**src/verilog/gpamx_pkg.sv**
```systemverilog
package gpamx_pkg;
  // ------------------------------------------------------------
  // Port geometry
  // ------------------------------------------------------------
  localparam int PORT_WIDTH  = 8;
  localparam int MAX_PINS    = 19;
  // Implemented pin masks per package variant
  localparam logic [7:0] SMALL_MASK_A = 8'hFF;
  localparam logic [7:0] SMALL_MASK_B = 8'h03;
  localparam logic [7:0] SMALL_MASK_C = 8'h01;
  localparam logic [7:0] LARGE_MASK_A = 8'hFF;
  localparam logic [7:0] LARGE_MASK_B = 8'h1F;
  localparam logic [7:0] LARGE_MASK_C = 8'h3F;
  // ------------------------------------------------------------
  // Reset values
  // ------------------------------------------------------------
  localparam logic [7:0] DIR_RESET = 8'hFF;
  localparam logic [7:0] ALT_RESET = 8'h00;
  localparam logic [7:0] OUT_RESET = 8'h00;
  // ------------------------------------------------------------
  // Pin positions of alternate functions
  // ------------------------------------------------------------
  localparam int PA_T0_IN   = 0;
  localparam int PA_T0_OUT  = 1;
  localparam int PA_DE      = 2;
  localparam int PA_CTS     = 3;
  localparam int PA_RX      = 4;
  localparam int PA_TX      = 5;
  localparam int PA_SCL     = 6;
  localparam int PA_SDA     = 7;
  localparam int PC_T1_IN   = 0;
  localparam int PC_T1_OUT  = 1;
  localparam int PC_SS      = 2;
  localparam int PC_SCK     = 3;
  localparam int PC_MOSI    = 4;
  localparam int PC_MISO    = 5;
  localparam int PB_ANALOG  = 5;
  // Edge selection code
  typedef enum logic {GPAMX_RISE, GPAMX_FALL} gpamx_edge_t;
endpackage

```
**src/verilog/gpamx_pin_if.sv**
```systemverilog
`timescale 1ns/1ps
// Per-port bundle between the mux core and the pad stage
interface gpamx_pin_if;
  logic [7:0] pad_in;
  logic [7:0] drive_value;
  logic [7:0] drive_oe_n;
  logic [7:0] sampled;
  logic [7:0] edge_seen;
  modport core (output drive_value, output drive_oe_n, input sampled, input edge_seen, output pad_in);
  modport pad  (input drive_value, input drive_oe_n, output sampled, output edge_seen, input pad_in);
endinterface

```
**src/verilog/gpamx_port_mux.sv**
```systemverilog
`timescale 1ns/1ps
module gpamx_port_mux
  import gpamx_pkg::*;
#(
  parameter bit LARGE_PACKAGE = 1'b1
) (
  input  wire logic       sys_clk,
  input  wire logic       reset,
  // Software configuration and readback
  input  wire logic [7:0] pin_direction_bits_a,
  input  wire logic [7:0] pin_direction_bits_b,
  input  wire logic [7:0] pin_direction_bits_c,
  input  wire logic [7:0] alt_function_select_bits_a,
  input  wire logic [7:0] alt_function_select_bits_b,
  input  wire logic [7:0] alt_function_select_bits_c,
  input  wire logic [7:0] out_data_a,
  input  wire logic [7:0] out_data_b,
  input  wire logic [7:0] out_data_c,
  input  wire logic [7:0] open_drain_a,
  input  wire logic [7:0] open_drain_b,
  input  wire logic [7:0] open_drain_c,
  input  wire logic [7:0] irq_enable_a,
  input  wire logic [7:0] irq_enable_c,
  input  wire logic [7:0] irq_edge_fall_a,
  output      logic [7:0] port_input_value_a,
  output      logic [7:0] port_input_value_b,
  output      logic [7:0] port_input_value_c,
  output      logic [7:0] pin_irq_a,
  output      logic [7:0] pin_irq_c,
  // Pads: input, output, output enable (low = driving)
  input  wire logic [7:0] pad_in_a,
  input  wire logic [7:0] pad_in_b,
  input  wire logic [7:0] pad_in_c,
  output      logic [7:0] pad_out_a,
  output      logic [7:0] pad_out_b,
  output      logic [7:0] pad_out_c,
  output      logic [7:0] pad_oe_n_a,
  output      logic [7:0] pad_oe_n_b,
  output      logic [7:0] pad_oe_n_c,
  // Peripheral side
  input  wire logic       timer_zero_output,
  input  wire logic       uart_driver_enable,
  input  wire logic       uart_transmit,
  input  wire logic       infrared_transmit,
  input  wire logic       infrared_select,
  input  wire logic       i2c_clock_out,
  input  wire logic       i2c_data_out,
  input  wire logic       timer_one_output,
  input  wire logic       spi_master_mode,
  input  wire logic       spi_select_out,
  input  wire logic       spi_clock_out,
  input  wire logic       spi_mosi_out,
  input  wire logic       spi_miso_out,
  output      logic       timer_zero_input,
  output      logic       uart_clear_to_send,
  output      logic       uart_receive,
  output      logic       infrared_receive,
  output      logic       i2c_clock_in,
  output      logic       i2c_data_in,
  output      logic       timer_one_input,
  output      logic       spi_select_in,
  output      logic       spi_clock_in,
  output      logic       spi_mosi_in,
  output      logic       spi_miso_in,
  output      logic [4:0] analog_enable
);
  // ------------------------------------------------------------
  // Variant masks
  // ------------------------------------------------------------
  localparam logic [7:0] MASK_A = LARGE_PACKAGE ? LARGE_MASK_A : SMALL_MASK_A;
  localparam logic [7:0] MASK_B = LARGE_PACKAGE ? LARGE_MASK_B : SMALL_MASK_B;
  localparam logic [7:0] MASK_C = LARGE_PACKAGE ? LARGE_MASK_C : SMALL_MASK_C;

  gpamx_pin_if pin_a ();
  gpamx_pin_if pin_b ();
  gpamx_pin_if pin_c ();
  assign pin_a.pad_in = pad_in_a;
  assign pin_b.pad_in = pad_in_b;
  assign pin_c.pad_in = pad_in_c;

  gpamx_pad #(.MASK(MASK_A)) u_pad_a (.sys_clk(sys_clk), .reset(reset), .pins(pin_a.pad));
  gpamx_pad #(.MASK(MASK_B)) u_pad_b (.sys_clk(sys_clk), .reset(reset), .pins(pin_b.pad));
  gpamx_pad #(.MASK(MASK_C)) u_pad_c (.sys_clk(sys_clk), .reset(reset), .pins(pin_c.pad));

  // ------------------------------------------------------------
  // Peripheral drive and direction per pin (oe_n low = drive)
  // ------------------------------------------------------------
  logic [7:0] per_val_a, per_oe_n_a, per_val_c, per_oe_n_c;
  always_comb begin
    per_val_a  = 8'h00;
    per_oe_n_a = 8'hFF;
    per_val_a[PA_T0_OUT]  = timer_zero_output;
    per_oe_n_a[PA_T0_OUT] = 1'b0;
    per_val_a[PA_DE]      = uart_driver_enable;
    per_oe_n_a[PA_DE]     = 1'b0;
    per_val_a[PA_TX]      = infrared_select ? infrared_transmit : uart_transmit;
    per_oe_n_a[PA_TX]     = 1'b0;
    // I2C pins only ever pull low: open-drain regardless of config
    per_val_a[PA_SCL]     = 1'b0;
    per_oe_n_a[PA_SCL]    = i2c_clock_out;
    per_val_a[PA_SDA]     = 1'b0;
    per_oe_n_a[PA_SDA]    = i2c_data_out;
    per_val_c  = 8'h00;
    per_oe_n_c = 8'hFF;
    per_val_c[PC_T1_OUT]  = timer_one_output;
    per_oe_n_c[PC_T1_OUT] = 1'b0;
    // SPI direction follows master/slave role
    per_val_c[PC_SS]      = spi_select_out;
    per_oe_n_c[PC_SS]     = ~spi_master_mode;
    per_val_c[PC_SCK]     = spi_clock_out;
    per_oe_n_c[PC_SCK]    = ~spi_master_mode;
    per_val_c[PC_MOSI]    = spi_mosi_out;
    per_oe_n_c[PC_MOSI]   = ~spi_master_mode;
    per_val_c[PC_MISO]    = spi_miso_out;
    per_oe_n_c[PC_MISO]   = spi_master_mode;
  end

  // ------------------------------------------------------------
  // Pin drivers
  // ------------------------------------------------------------
  logic [7:0] next_out_a, next_out_b, next_out_c;
  logic [7:0] next_oe_a,  next_oe_b,  next_oe_c;
  logic [7:0] drv_out_a,  drv_out_b,  drv_out_c;
  logic [7:0] drv_oe_a,   drv_oe_b,   drv_oe_c;

  function automatic logic [15:0] pin_drive(input logic [7:0] dir, input logic [7:0] alt,
                                            input logic [7:0] dat, input logic [7:0] od,
                                            input logic [7:0] pval, input logic [7:0] poe_n,
                                            input logic [7:0] mask);
    logic [7:0] val;
    logic [7:0] oe_n;
    val  = 8'h00;
    oe_n = 8'hFF;
    for (int i = 0; i < PORT_WIDTH; i++) begin
      if (alt[i]) begin
        val[i]  = pval[i];
        oe_n[i] = poe_n[i];
      end else begin
        val[i]  = dat[i];
        oe_n[i] = dir[i];
      end
      if (od[i] && val[i] && !oe_n[i]) begin
        oe_n[i] = 1'b1;
      end
      if (!mask[i]) begin
        oe_n[i] = 1'b1;
      end
    end
    return {val, oe_n};
  endfunction

  always_comb begin
    {next_out_a, next_oe_a} = pin_drive(pin_direction_bits_a, alt_function_select_bits_a, out_data_a,
                                        open_drain_a, per_val_a, per_oe_n_a, MASK_A);
    // Analog pins: driver held off under alternate function
    {next_out_b, next_oe_b} = pin_drive(pin_direction_bits_b, alt_function_select_bits_b, out_data_b,
                                        open_drain_b, 8'h00, 8'hFF, MASK_B);
    {next_out_c, next_oe_c} = pin_drive(pin_direction_bits_c, alt_function_select_bits_c, out_data_c,
                                        open_drain_c, per_val_c, per_oe_n_c, MASK_C);
  end

  always_ff @(posedge sys_clk) begin
    if (reset) begin
      drv_out_a <= OUT_RESET;
      drv_out_b <= OUT_RESET;
      drv_out_c <= OUT_RESET;
      drv_oe_a  <= DIR_RESET;
      drv_oe_b  <= DIR_RESET;
      drv_oe_c  <= DIR_RESET;
    end else begin
      drv_out_a <= next_out_a;
      drv_out_b <= next_out_b;
      drv_out_c <= next_out_c;
      drv_oe_a  <= next_oe_a;
      drv_oe_b  <= next_oe_b;
      drv_oe_c  <= next_oe_c;
    end
  end

  assign pad_out_a  = drv_out_a;
  assign pad_out_b  = drv_out_b;
  assign pad_out_c  = drv_out_c;
  assign pad_oe_n_a = drv_oe_a;
  assign pad_oe_n_b = drv_oe_b;
  assign pad_oe_n_c = drv_oe_c;
  assign pin_a.drive_value = drv_out_a;
  assign pin_b.drive_value = drv_out_b;
  assign pin_c.drive_value = drv_out_c;
  assign pin_a.drive_oe_n  = drv_oe_a;
  assign pin_b.drive_oe_n  = drv_oe_b;
  assign pin_c.drive_oe_n  = drv_oe_c;

  // ------------------------------------------------------------
  // Inputs to software and peripherals
  // ------------------------------------------------------------
  assign port_input_value_a = pin_a.sampled;
  assign port_input_value_b = pin_b.sampled;
  assign port_input_value_c = pin_c.sampled;

  assign timer_zero_input   = alt_function_select_bits_a[PA_T0_IN] & pin_a.sampled[PA_T0_IN];
  assign uart_clear_to_send = alt_function_select_bits_a[PA_CTS] & pin_a.sampled[PA_CTS];
  assign uart_receive       = alt_function_select_bits_a[PA_RX] & ~infrared_select & pin_a.sampled[PA_RX];
  assign infrared_receive   = alt_function_select_bits_a[PA_RX] & infrared_select & pin_a.sampled[PA_RX];
  // Idle-high buses read high when not selected
  assign i2c_clock_in       = ~alt_function_select_bits_a[PA_SCL] | pin_a.sampled[PA_SCL];
  assign i2c_data_in        = ~alt_function_select_bits_a[PA_SDA] | pin_a.sampled[PA_SDA];
  assign timer_one_input    = alt_function_select_bits_c[PC_T1_IN] & pin_c.sampled[PC_T1_IN];
  assign spi_select_in      = ~alt_function_select_bits_c[PC_SS] | pin_c.sampled[PC_SS];
  assign spi_clock_in       = alt_function_select_bits_c[PC_SCK] & pin_c.sampled[PC_SCK];
  assign spi_mosi_in        = alt_function_select_bits_c[PC_MOSI] & pin_c.sampled[PC_MOSI];
  assign spi_miso_in        = alt_function_select_bits_c[PC_MISO] & pin_c.sampled[PC_MISO];
  assign analog_enable      = alt_function_select_bits_b[4:0] & MASK_B[4:0];

  // ------------------------------------------------------------
  // Pin interrupts: port A on selected edge, port C on any edge
  // ------------------------------------------------------------
  logic [7:0] next_irq_a, next_irq_c, irq_a, irq_c;
  always_comb begin
    for (int i = 0; i < PORT_WIDTH; i++) begin
      next_irq_a[i] = irq_enable_a[i] & pin_a.edge_seen[i] &
                      (irq_edge_fall_a[i] ? pin_a.sampled[i] : ~pin_a.sampled[i]);
    end
    next_irq_c = irq_enable_c & pin_c.edge_seen;
  end

  always_ff @(posedge sys_clk) begin
    if (reset) begin
      irq_a <= 8'h00;
      irq_c <= 8'h00;
    end else begin
      irq_a <= next_irq_a;
      irq_c <= next_irq_c;
    end
  end
  assign pin_irq_a = irq_a;
  assign pin_irq_c = irq_c;
endmodule // gpamx_port_mux

```
**src/verilog/gpamx_pad.sv**
```systemverilog
`timescale 1ns/1ps
// Samples one port and detects edges on each pin.
module gpamx_pad
  import gpamx_pkg::*;
#(
  parameter logic [7:0] MASK = 8'hFF
) (
  input  wire logic      sys_clk,
  input  wire logic      reset,
  gpamx_pin_if.pad       pins
);
  logic [7:0] sampled_q;
  logic [7:0] next_sampled;
  logic       armed;
  logic       next_armed;

  always_comb begin
    next_sampled = pins.pad_in & MASK;
    next_armed   = 1'b1;
  end

  always_ff @(posedge sys_clk) begin
    if (reset) begin
      sampled_q <= 8'h00;
      armed     <= 1'b0;
    end else begin
      sampled_q <= next_sampled;
      armed     <= next_armed;
    end
  end

  // Pulled-up pins would look like a rise against the reset sample; wait for one real sample
  assign pins.sampled   = sampled_q;
  assign pins.edge_seen = armed ? ((sampled_q ^ next_sampled) & MASK) : 8'h00;
endmodule // gpamx_pad

```
**config.mk**
```make
export PLATFORM = sky130hd
export DESIGN_NAME = gpamx_port_mux
export DESIGN_NICKNAME = d
export VERILOG_FILES = /design/src/verilog/gpamx_pkg.sv /design/src/verilog/gpamx_pin_if.sv /design/src/verilog/gpamx_port_mux.sv /design/src/verilog/gpamx_pad.sv
export SDC_FILE = /design/constraint.sdc
export NUM_CORES = 1
export LEC_CHECK = 0
export BUFFER_PORTS_ARGS = -buffer_cell sky130_fd_sc_hd__buf_2
export CAP_MARGIN = 10
export CORE_AREA = 2 2 103 105
export DETAILED_ROUTE_END_ITERATION = 8
export DIE_AREA = 0 0 105 107
export HOLD_SLACK_MARGIN = 0.1
export PLACE_DENSITY = 0.75
export SYNTH_ARGS = -nofsm -noshare
export SYNTH_HDL_FRONTEND = slang
export SYNTH_HIERARCHICAL = 1
export SYNTH_SLANG_ARGS = --single-unit
export TNS_END_PERCENT = 100
```
**constraint.sdc**
```tcl
create_clock -name sys_clk -period 1.2 [get_ports sys_clk]
set_input_delay 0.12 -clock sys_clk [delete_from_list [all_inputs] [get_ports sys_clk]]
set_output_delay 0.12 -clock sys_clk [all_outputs]
set_load 0.01 [all_outputs]
```
==> flow_metrics.tcl <==
set metrics [dict create \
    rsz0062_at_grt "false" \
    via_count 3427 \
    dieHeight_um 107 \
    max_clock_freq_ghz 0.869 \
    path_delay_family "flip-flops" \
    ant_nets 0 \
    dp_hpwl_um 6670 \
    path_max_fanout 5 \
    met1_usage_pct 19.1 \
    hold_viol 0 \
    syn_area_per_cell_um2 10.3 \
    grt_start_max_net_pins 36 \
    hold_depth 3 \
    outcome "finished, final reports clean" \
    syn_area_um2 2930 \
    start_util_pct 29.0 \
    period_share_pct 95.9 \
    setup_tns_ns 0 \
    hold_ws_ns 0.111 \
    numPortBuffers 237 \
    grt_use_total_pct 19.8 \
    crit_cells 2 \
    routabilityCongestion 0.769 \
    powerDensity_nw_per_um2 1080 \
    rr_worst_depth 4 \
    fillCellCount 853 \
    postSynthCellCount 284 \
    cts_setup_buffers 0 \
    endpoint_kind "primary output" \
    path_cells "and3_1 -> buf_2" \
    finalMaxSlewViolations 0 \
    worst-endpoint-arrival_ns 1.03 \
    layout-drive-gt1-share_pct 40.7 \
    met3_usage_pct 5.41 \
    dp_cells 647 \
    syn_to_final_growth_pct 95.7 \
    drc 0 \
    top_usage_layer "met2" \
    path_clk_slew_ns 0.08 \
    irDropWorstVdd_mv 0.635 \
    antenna_found_initial 0 \
    post-route-cell-area_um2 5730 \
    clock-sinks 80 \
    critical_path_required_ns 1.08 \
    grtUsageMet2_pct 38.4 \
    antenna_cells 0 \
    die_x_um 105 \
    fin_worst_skew_ns 0.00759 \
    clock_latency_ns 0.34 \
    grt_overflow 0 \
    firstDrtPassIters 4 \
    grt_pass1_vias 3592 \
    row_count 37 \
    cp-start-kind "flip-flop" \
    crit_slowest_cell "dfxtp_4" \
    period_needed_ns 1.15 \
    vias_per_cell 4.34 \
    critPathKind "reg2out" \
    grt_pass1_wl_um 17400 \
    max_cap_violations 0 \
    cts_tree "yes" \
    path_buf_inv 1 \
    yosysWarnings 6 \
    cts-htree-levels 3 \
    drt-total-wl_um 11400 \
    drt_iter0_drc 166 \
    hold_path.class "in2reg" \
    cts_inserted_buffers 9 \
    critPathMaxStageDelay_ns 0.37 \
    placed_cell_area_um2 4210 \
    wire_per_inst_um 14.5 \
    cts-root-buf "clkbuf_8" \
    finalSetupViolCount 0 \
    layout.nets 807 \
    stdcell_count 789 \
    ios 263 \
    dieArea_um2 11200 \
    p_leak_nw 2.82 \
    core_area_um2 10100 \
    cts_buffer_depth 2 \
]
[power breakdown]
group	switching, W	leakage, nW	internal [W]	total [W]
Clock	0.000917	0.108	0.00123	0.00215
Sequential	0.0000626	0.662	0.00278	0.00284
Combinational	0.000485	2.05	0.000699	0.00118
Total	0.00147	2.82	0.00471	0.00617
[per-layer routing]
metal,part of all wire (%),up-vias
met5,0,-
met2,54,183
li1,-,1639
met4,3.8,0
met1,35,1567
met3,6.9,38
[sequential cells by signal, summed over array words and instances (netlist names)]
register              count
pad_out_b                 8
u_pad_a/armed             1
u_pad_a/pins.sampled      8
pad_out_a                 8
u_pad_c/armed             1
pad_out_c                 8
pad_oe_n_a                8
pad_oe_n_b                5
pin_irq_a                 8
pin_irq_c                 8
pad_oe_n_c                6
u_pad_c/pins.sampled      6
u_pad_b/pins.sampled      5
[cell usage in the layout (no fill, tap or decap), types with 3 or more instances in the layout]
master,count
dlygate4sd3_1,126
nor2b_2,3
dfxtp_1,75
clkbuf_8,10
clkbuf_1,3
conb_1,12
a211oi_1,4
and2_1,18
dfxtp_2,4
nor3b_1,15
a2111o_1,9
a21oi_1,7
nor2b_1,22
nand2_1,18
xor2_1,22
inv_1,3
o21ai_0,4
or3_1,3
mux2i_1,6
nor2_1,20
nor3_1,8
buf_2,235
a31oi_1,3
[metrics by stage]
step / utilization [%] / total power [W] / setup slack, ns
global placement: 41.8 / 0.00369 / 0.205
global route: 56.7 / 0.00647 / 0.00425
finish: 56.7 / 0.00617 / 0.0491
floorplan: - / 0.00326 / 0.297
CTS: 56.6 / 0.00618 / 0.0191
detailed placement: 41.8 / 0.00372 / 0.152
[area by class of cell]
| type | count | area, um2 | share of cell area [%] |
|---|---|---|---|
| Clock buffer | 13 | 149 | 2.60 |
| Inverter | 3 | 11.3 | 0.197 |
| Clock inverter | 3 | 65.1 | 1.14 |
| Sequential cell | 80 | 1610 | 28.1 |
| Timing Repair Buffer | 367 | 2520 | 44.0 |
| Tap cell | 136 | 170 | 2.97 |
| Multi-Input combinational cell | 187 | 1200 | 21.0 |
[worst reg2reg max path, cell delays in order (launching register included)]
cell and delay, ns:
dfxtp_1 0.38, xor2_1 0.14, and2_1 0.13, nand2_1 0.05, nor3_1 0.19
[what timing repair did]
item                       4_1_cts  5_1_grt
hold buffers                   128        3
gates resized for setup          1       10
hold endpoints to repair        75        3
setup endpoints to repair        2       14
[path summary, 6_finish.rpt]
kind                                 start  slack (ns)                to
max                u_pad_a/pins.sampled[4]        0.05  infrared_receive
min          alt_function_select_bits_c[3]        0.11      pad_out_c[3]
max reg2reg        u_pad_a/pins.sampled[2]        0.22      pin_irq_a[2]
min reg2reg        u_pad_a/pins.sampled[5]        0.58      pin_irq_a[5]
Power figures use the tool's default switching activity.
